==> config.mk <==
export PLATFORM = sky130hd
export DESIGN_NAME = mhf_regs
export DESIGN_NICKNAME = d
export VERILOG_FILES = /design/src/mhf_pkg.sv /design/src/mhf_sync.sv /design/src/mhf_regs.sv
export SDC_FILE = /design/constraint.sdc
export NUM_CORES = 1
export LEC_CHECK = 0
export BUFFER_PORTS_ARGS = -buffer_cell sky130_fd_sc_hd__buf_4
export CORE_MARGIN = 5
export CORE_UTILIZATION = 45
export CTS_CLUSTER_DIAMETER = 40
export DETAILED_ROUTE_END_ITERATION = 16
export PLACE_DENSITY = 0.71
export SETUP_SLACK_MARGIN = 0.3
export SLEW_MARGIN = 10
export SYNTH_ARGS = -nofsm -noshare
export SYNTH_HDL_FRONTEND = slang
export SYNTH_SLANG_ARGS = --single-unit
==> constraint.sdc <==
create_clock -name pclk -period 2.5 [get_ports pclk]
set_clock_uncertainty 0.05 [all_clocks]
set_input_delay 0.5 -clock pclk [delete_from_list [all_inputs] [get_ports pclk]]
set_output_delay 0.5 -clock pclk [all_outputs]
set_load 0.02 [all_outputs]
==> src/mhf_pkg.sv <==
// Purpose: shared constants for the multicast hash filter register bank
// Assumes: APB with 32-bit data, byte addresses
// Notes:   station address reset values are parameters of the top module
package mhf_pkg;
    localparam int unsigned           DATA_W          = 32;
    localparam int unsigned           ADDR_W          = 8;
    localparam logic [ADDR_W-1:0]     OFS_STATION_LOW = 8'ha4;
    localparam logic [ADDR_W-1:0]     OFS_STATION_HI  = 8'ha8;
    localparam logic [ADDR_W-1:0]     OFS_HASH_LOW    = 8'hac;
    localparam logic [ADDR_W-1:0]     OFS_HASH_HIGH   = 8'hb0;
    localparam logic [ADDR_W-1:0]     OFS_RX_STATE    = 8'hb4;
    localparam logic [DATA_W-1:0]     HASH_RESET      = 32'h00000000;
    localparam logic [2:0]            RX_STOPPED      = 3'h0;
    localparam int unsigned           RX_STATE_LSB    = 17;
    localparam int unsigned           STATION_HI_W    = 16;
endpackage

==> src/mhf_sync.sv <==
// Purpose: two-flop synchroniser for a bus of levels
// Assumes: inputs are quasi-static levels
// Notes:   first stage is read only by the second
module mhf_sync #(
    parameter int unsigned WIDTH = 3
) (
    input  wire logic             pclk,
    input  wire logic             presetn,
    input  wire logic [WIDTH-1:0] d,
    output logic      [WIDTH-1:0] q
);
    logic [WIDTH-1:0] meta_reg;

    always_ff @(posedge pclk or negedge presetn) begin
        if (!presetn) begin
            meta_reg <= '0;
            q        <= '0;
        end else begin
            meta_reg <= d;
            q        <= meta_reg;
        end
    end
endmodule

==> src/mhf_regs.sv <==
// Purpose: APB register bank: multicast hash table and station address
// Assumes: receive state arrives from another domain, synchronised here
// Notes:   zero-wait APB slave, unmapped reads return zero with pslverr
// ============================================================
// Summary of operation
// - hash bits 31:0 in low register
// - hash bits 63:32 in high register
// - hash registers read/write, reset zero
// - station address writable only when receive stopped
// - high station register: bytes five, four
module mhf_regs #(
    parameter logic [31:0] STATION_LOW_RESET = 32'h00000000,
    parameter logic [15:0] STATION_HI_RESET  = 16'h0000
) (
    input  wire logic        pclk,
    input  wire logic        presetn,
    input  wire logic        psel,
    input  wire logic        penable,
    input  wire logic        pwrite,
    input  wire logic [7:0]  paddr,
    input  wire logic [31:0] pwdata,
    input  wire logic [3:0]  pstrb,
    output logic      [31:0] prdata,
    output logic             pready,
    output logic             pslverr,
    input  wire logic [2:0]  rx_state,
    output logic      [63:0] hash_table,
    output logic      [47:0] station_addr,
    output logic             station_write_lock
);
    // ============================================================
    // receive state crossing
    logic [2:0]  rx_state_sync;
    logic        rx_stopped;

    mhf_sync #(.WIDTH(3)) u_sync (
        .pclk    (pclk),
        .presetn (presetn),
        .d       (rx_state),
        .q       (rx_state_sync)
    );

    assign rx_stopped         = (rx_state_sync == mhf_pkg::RX_STOPPED);
    assign station_write_lock = !rx_stopped;

    // ============================================================
    // bus decode
    logic        wr_en;
    logic        rd_en;
    logic        rd_setup;
    logic        hit_hlo;
    logic        hit_hhi;
    logic        hit_slo;
    logic        hit_shi;
    logic        hit_rxs;
    logic        mapped;
    logic [3:0]  lane_wr;

    assign wr_en   = psel && penable && pwrite;
    assign rd_en   = psel && penable && !pwrite;
    assign rd_setup = psel && !penable && !pwrite;
    assign hit_hlo = (paddr == mhf_pkg::OFS_HASH_LOW);
    assign hit_hhi = (paddr == mhf_pkg::OFS_HASH_HIGH);
    assign hit_slo = (paddr == mhf_pkg::OFS_STATION_LOW);
    assign hit_shi = (paddr == mhf_pkg::OFS_STATION_HI);
    assign hit_rxs = (paddr == mhf_pkg::OFS_RX_STATE);
    assign mapped  = hit_hlo || hit_hhi || hit_slo || hit_shi || hit_rxs;
    assign pready  = 1'b1;
    assign pslverr = psel && penable && !mapped;

    // one write strobe per byte lane
    for (genvar g = 0; g < 4; g++) begin : g_lane
        assign lane_wr[g] = wr_en && pstrb[g];
    end

    // ============================================================
    // storage
    localparam int STATION_LANES = mhf_pkg::STATION_HI_W / 8;
    logic [31:0] hash_low_reg;
    logic [31:0] hash_low_next;
    logic [31:0] hash_high_reg;
    logic [31:0] hash_high_next;
    logic [31:0] station_low_reg;
    logic [31:0] station_low_next;
    logic [15:0] station_hi_reg;
    logic [15:0] station_hi_next;
    logic [31:0] prdata_reg;
    logic [31:0] prdata_next;

    always_comb begin
        hash_low_next    = hash_low_reg;
        hash_high_next   = hash_high_reg;
        station_low_next = station_low_reg;
        station_hi_next  = station_hi_reg;
        for (int b = 0; b < 4; b++) begin
            if (lane_wr[b] && hit_hlo) begin
                hash_low_next[b*8 +: 8] = pwdata[b*8 +: 8];
            end
            if (lane_wr[b] && hit_hhi) begin
                hash_high_next[b*8 +: 8] = pwdata[b*8 +: 8];
            end
            if (lane_wr[b] && hit_slo && rx_stopped) begin
                station_low_next[b*8 +: 8] = pwdata[b*8 +: 8];
            end
        end
        // reserved upper half of the high station word is not stored
        for (int b = 0; b < STATION_LANES; b++) begin
            if (lane_wr[b] && hit_shi && rx_stopped) begin
                station_hi_next[b*8 +: 8] = pwdata[b*8 +: 8];
            end
        end
    end

    // read data captured in setup, held through the access phase
    always_comb begin
        prdata_next = 32'h00000000;
        if (psel && penable) begin
            prdata_next = prdata_reg;
        end else if (rd_setup) begin
            if (hit_hlo) begin
                prdata_next = hash_low_reg;
            end else if (hit_hhi) begin
                prdata_next = hash_high_reg;
            end else if (hit_slo) begin
                prdata_next = station_low_reg;
            end else if (hit_shi) begin
                prdata_next = {16'h0000, station_hi_reg};
            end else if (hit_rxs) begin
                prdata_next = {29'h0, rx_state_sync};
            end
        end
    end

    always_ff @(posedge pclk or negedge presetn) begin
        if (!presetn) begin
            hash_low_reg    <= mhf_pkg::HASH_RESET;
            hash_high_reg   <= mhf_pkg::HASH_RESET;
            station_low_reg <= STATION_LOW_RESET;
            station_hi_reg  <= STATION_HI_RESET;
            prdata_reg      <= 32'h00000000;
        end else begin
            hash_low_reg    <= hash_low_next;
            hash_high_reg   <= hash_high_next;
            station_low_reg <= station_low_next;
            station_hi_reg  <= station_hi_next;
            prdata_reg      <= prdata_next;
        end
    end

    assign prdata       = prdata_reg;

    assign hash_table   = {hash_high_reg, hash_low_reg};
    assign station_addr = {station_hi_reg, station_low_reg};

    // ============================================================
    // assertions
    property p_hash_low_write;
        @(posedge pclk) disable iff (!presetn)
        (wr_en && hit_hlo && pstrb == 4'hf)
            |=> hash_table[31:0] == $past(pwdata);
    endproperty
    a_hash_low_write: assert property (p_hash_low_write)
        else $error("hash low write not stored");

    property p_hash_high_write;
        @(posedge pclk) disable iff (!presetn)
        (wr_en && hit_hhi && pstrb == 4'hf)
            |=> hash_table[63:32] == $past(pwdata);
    endproperty
    a_hash_high_write: assert property (p_hash_high_write)
        else $error("hash high write not stored");

    property p_hash_read;
        @(posedge pclk) disable iff (!presetn)
        (rd_en && hit_hlo) |-> prdata == hash_table[31:0];
    endproperty
    a_hash_read: assert property (p_hash_read)
        else $error("hash low read mismatch");

    property p_hash_hold;
        @(posedge pclk) disable iff (!presetn)
        !(wr_en && hit_hhi) |=> $stable(hash_table[63:32]);
    endproperty
    a_hash_hold: assert property (p_hash_hold)
        else $error("hash high changed without write");

    property p_station_lock;
        @(posedge pclk) disable iff (!presetn)
        (wr_en && (hit_slo || hit_shi) && !rx_stopped)
            |=> $stable(station_addr);
    endproperty
    a_station_lock: assert property (p_station_lock)
        else $error("station address written while receiving");

    property p_station_write;
        @(posedge pclk) disable iff (!presetn)
        (wr_en && hit_slo && rx_stopped && pstrb == 4'hf)
            |=> station_addr[31:0] == $past(pwdata);
    endproperty
    a_station_write: assert property (p_station_write)
        else $error("station low write lost while stopped");

    property p_station_hi_write;
        @(posedge pclk) disable iff (!presetn)
        (wr_en && hit_shi && rx_stopped && pstrb == 4'hf)
            |=> station_addr[47:32] == $past(pwdata[15:0]);
    endproperty
    a_station_hi_write: assert property (p_station_hi_write)
        else $error("station high write lost while stopped");

    property p_station_hi_rsvd;
        @(posedge pclk) disable iff (!presetn)
        (rd_en && hit_shi) |-> prdata[31:16] == 16'h0000;
    endproperty
    a_station_hi_rsvd: assert property (p_station_hi_rsvd)
        else $error("reserved station bits not zero");

    property p_lock_follows;
        @(posedge pclk) disable iff (!presetn)
        (rx_state != mhf_pkg::RX_STOPPED) [*3] |-> station_write_lock;
    endproperty
    a_lock_follows: assert property (p_lock_follows)
        else $error("lock not raised while receiving");

    // read path
    property p_hash_high_read;
        @(posedge pclk) disable iff (!presetn)
        (rd_en && hit_hhi) |-> prdata == hash_table[63:32];
    endproperty
    a_hash_high_read: assert property (p_hash_high_read)
        else $error("hash high read mismatch");

    property p_station_low_read;
        @(posedge pclk) disable iff (!presetn)
        (rd_en && hit_slo) |-> prdata == station_addr[31:0];
    endproperty
    a_station_low_read: assert property (p_station_low_read)
        else $error("station low read mismatch");

    property p_station_hi_read;
        @(posedge pclk) disable iff (!presetn)
        (rd_en && hit_shi) |-> prdata[15:0] == station_addr[47:32];
    endproperty
    a_station_hi_read: assert property (p_station_hi_read)
        else $error("station high read mismatch");

    property p_rx_state_read;
        @(posedge pclk) disable iff (!presetn)
        (rd_en && hit_rxs) |-> prdata == {29'h0, $past(rx_state_sync)};
    endproperty
    a_rx_state_read: assert property (p_rx_state_read)
        else $error("receive state read mismatch");

    property p_unmapped_rdata;
        @(posedge pclk) disable iff (!presetn)
        (rd_en && !mapped) |-> prdata == 32'h00000000;
    endproperty
    a_unmapped_rdata: assert property (p_unmapped_rdata)
        else $error("unmapped read data not zero");

    // write path
    property p_hash_low_hold;
        @(posedge pclk) disable iff (!presetn)
        !(wr_en && hit_hlo) |=> $stable(hash_table[31:0]);
    endproperty
    a_hash_low_hold: assert property (p_hash_low_hold)
        else $error("hash low changed without write");

    property p_hash_low_lane_keep;
        @(posedge pclk) disable iff (!presetn)
        (wr_en && hit_hlo && !pstrb[1]) |=> $stable(hash_table[15:8]);
    endproperty
    a_hash_low_lane_keep: assert property (p_hash_low_lane_keep)
        else $error("hash low lane written without strobe");

    property p_hash_high_lane_keep;
        @(posedge pclk) disable iff (!presetn)
        (wr_en && hit_hhi && !pstrb[0]) |=> $stable(hash_table[39:32]);
    endproperty
    a_hash_high_lane_keep: assert property (p_hash_high_lane_keep)
        else $error("hash high lane written without strobe");

    // station protection
    property p_station_low_hold;
        @(posedge pclk) disable iff (!presetn)
        !(wr_en && hit_slo) |=> $stable(station_addr[31:0]);
    endproperty
    a_station_low_hold: assert property (p_station_low_hold)
        else $error("station low changed without write");

    property p_lock_release;
        @(posedge pclk) disable iff (!presetn)
        (rx_state == mhf_pkg::RX_STOPPED) [*3] |-> !station_write_lock;
    endproperty
    a_lock_release: assert property (p_lock_release)
        else $error("lock held while receive stopped");

    c_hash_write: cover property (@(posedge pclk) wr_en && hit_hlo);
    c_station_blocked: cover property (@(posedge pclk)
        wr_en && hit_slo && !rx_stopped);
    c_station_ok: cover property (@(posedge pclk)
        wr_en && hit_shi && rx_stopped);
    c_unmapped: cover property (@(posedge pclk) pslverr);
    c_lane_write: cover property (@(posedge pclk)
        wr_en && hit_hhi && pstrb != 4'hf);

endmodule

==> summary.md <==
| Metric | Value |
|---|---|
| Area taken by flip-flops and latches | `3750 um^2` |
| Die ar. | `17400 um^2` |
| Max_cap viols | `0` |
| NumNets Final | `789` |
| CTS tree | `done` |
| Number of cells in the finished layout apart from fillers | `932` |
| I/O pin cnt | `approximately 200` |
| Final number of hold-violating endpoints | `0` |
| XOR/XNOR Fraction of Synth Area | `0%` |
| Total number of vias | `5239` |
| Critical Path Start Type | `primary input` |
| Cell count after synthesis | `roughly 530` |
| Fmax | `475 MHz` |
| Leading cell types by total area after synthesis | `sky130_fd_sc_hd__dfrtp_1 (56%), sky130_fd_sc_hd__mux2_2 (11%), sky130_fd_sc_hd__mux2_1 (5.1%)` |
| Series of cell instances along the critical path | `buf_4 > and3b_1 > nand2_1 > a211oi_1 > nor2b_1 > buf_4` |
| Adder and majority cell fraction of the synthesized area | `0%` |
| Layout Area Growth over Synthesis | `35.7%` |
| Unrepaired setup endpoints after global routing | `false` |
| Met3 routing resource usage after global routing | `between 7 and 8%` |
| Antenna cells | `0` |
| Maximum number of pins on one net before global-route repair | `68` |
| Worst Hold Slack | `roughly 140 ps` |
| Data arrival at the endpoint of the critical path | `between 1500 and 2000 ps` |
| Remaining Overflow, GRT | `0` |
| Netlist area before placement | `6670 um^2` |
| Number of vias per cell | `5.62` |
| Violation count after the first detailed-routing iteration | `~340` |
| WL/cell | `approximately 21 um` |
| Busiest grt layer | `met2` |
| Placed wire-length estimate after detailed placement | `14.4 mm` |
| Clock edge transition at the registers on the reported setup and hold paths | `~50 ps` |
| Most frequent standard cell in the layout excluding fill and tap cells | `sky130_fd_sc_hd__buf_4` |
| GR Layer Usage met1 | `a little under a third` |
| Drc violations | `0` |
| Number of max-slew violations in the final report | `0` |
| Worst EP required | `1950 ps` |
| Number of H-tree levels | `4` |
| Core Box Area | `14500 um^2` |
| Floorplan die height | `approximately 130 um` |
| Power per Cell Area | `approximately 580 nW/um^2` |
| Crit-path max cell delay | `approximately 350 ps` |
| Syn_nets | `578` |
| Global-route wire length before repair | `between 30 and 40 mm` |
| Buffers inserted by post-CTS timing repair | `0` |
| Max FO, Critical Path | `5` |
| Aggregate global-route resource usage | `23.3%` |
| Summed negative setup slack over all endpoints | `0 ps` |
| Hold crit path type | `primary input to register` |
| Outcome | `finished, final reports clean` |
| Total instance count after detailed placement | `approximately 900` |
| Number of antenna violations at the first check in global routing | `0` |
| Final worst-path cycle share | `roughly 84%` |
| Worst ir drop on vdd | `0.000388 V` |
| Mux share of post-synthesis cell area | `19.8%` |
| Post-Synth Simple-Gate Area | `8.38%` |
| Crit-path most repeated cell | `sky130_fd_sc_hd__buf_4` |
| Met2 track demand over resource | `36.5%` |
| Multi-input logic area | `2790 um^2` |
| Fillers | `1155` |
| Starting utilization of the core area | `45.9%` |
| Clock root cell | `sky130_fd_sc_hd__clkbuf_16` |
| Insertion delay of the later-clocked pin in the worst-skew pair | `420 ps` |
| Setup violation total in the final timing report | `0` |
| Combinational family with the most area after synthesis | `multiplexers` |
| Antenna Violating Nets Remaining | `0` |
| Yosys warnings | `0` |
| Row cnt | `44` |
| Sink Count | `150` |
| TritonCTS Buffers | `17` |
| Number of buffers between clock root and the deepest sink | `2` |
| Via count of the first global-routing pass | `roughly 5.7k` |
| Yosys cell types | `40` |
| Horizontal die dimension | `132 um` |
| Critical setup path kind | `primary input to output port` |
| Standard cell with the maximum stage delay on the critical path | `sky130_fd_sc_hd__and3b_1` |
| Final Wtd Congestion | `0.811` |
| Synthesized-area fraction occupied by ao, oa, aoi and oai cells | `13.4%` |
| Port Buffer Count | `197` |
| Post-synthesis area per instance | `approximately 13 um^2` |
| Number of storage elements in the synthesis netlist | `150` |
| First-pass iteration count of the detailed router | `5` |
| Fraction of final layout cells with drive strength greater than 1 | `47.1%` |
| Final WL | `20.0 mm` |
| Library cell with the largest summed area after synthesis | `sky130_fd_sc_hd__dfrtp_1` |
| Setup slack of the worst register-to-register path | `410 ps` |
| Leakage power | `4.52 nW` |
| Top library cells by usage in the layout, fill and taps aside | `sky130_fd_sc_hd__buf_4 (221), sky130_fd_sc_hd__dfrtp_1 (150), sky130_fd_sc_hd__mux2_2 (66)` |
| Element type at the critical path end | `output port` |
| Post-layout minimum cycle time | `approximately 2100 ps` |
| Fraction of post-synthesis cell area in the top cell type by area | `56.2%` |
| Fraction of the yosys area taken by sequential cells | `56.2%` |
-- layout make-up --
cell class | instances | area share, %
Tap cell | 184 | 2.54
Clock buffer | 22 | 5.12
Clock inverter | 8 | 1.12
Sequential cell | 150 | 41.4
Timing Repair Buffer | 225 | 19.0
Multi-Input combinational cell | 343 | 30.8
-- metrics by stage --
stage	setup slack [ps]	power, W	cell area (um^2)	util [%]
after floorplan	399	0.00260	6670	-
after global placement	200	0.00280	8480	58.3
after detailed placement	21.4	0.00281	8480	58.3
after CTS	311	0.00527	9060	62.3
after global routing	305	0.00541	9060	62.3
final	393	0.00525	9060	62.3
-- logic make-up after synthesis --
family / count (synthesis)
flip-flops: 150
AO/OA/AOI/OAI: 148
multiplexers: 112
AND/OR/NAND/NOR: 82
buffers and inverters: 33
other: 1
-- synth_stat cells, drive strengths merged --
cell type  count
a211oi         1
a21oi         33
a22oi         12
a32oi          3
and2           3
and3b          2
buf           13
clkbuf        20
conb           1
dfrtp        150
mux2         112
nand2         35
nand2b         7
nand3          6
nand3b         1
nand4          1
nor2           7
nor2b          4
nor3           3
nor3b          5
nor4           2
nor4b          3
o211ai         1
o21a          19
o21ai         64
o22a          12
o32a           3
or2            2
or3            1
-- worst max-delay path, delay by kind of cell --
kind            cells  cell delay, ps
simple gates        3             550
buf+inv             2             270
compound gates      1             230
-- what timing repair did --
action	in CTS	in global routing
endpoints found under the hold margin	26	0
hold buffers	1	0
gates resized for setup	1	1
endpoints found under the setup margin	4	1
-- final timing paths --
kind | cells past startpoint | end | from
hold / removal | 1 | u_sync.meta_reg[2] | rx_state[2]
min in group asynchronous | 2 | hash_low_reg[15] | presetn
max in group asynchronous | 3 | hash_low_reg[25] | presetn
setup / recovery | 6 | pslverr | paddr[6]
setup reg to reg | 4 | station_low_reg[11] | u_sync.q[2]
hold reg to reg | 0 | u_sync.q[2] | u_sync.meta_reg[2]
-- power by group --
group          switching, W  internal, W
combinational      0.000189     0.000121
sequential        0.0000115      0.00244
clock              0.000979      0.00151
-- per-layer routing --
layer  vias up  share of wire (%)
met3        31                7.9
met2       247                 47
met4         0                2.1
li1       2339                  -
met1      2622                 43
met5         -                  0
No activity file was read; power rests on OpenSTA's default activity.
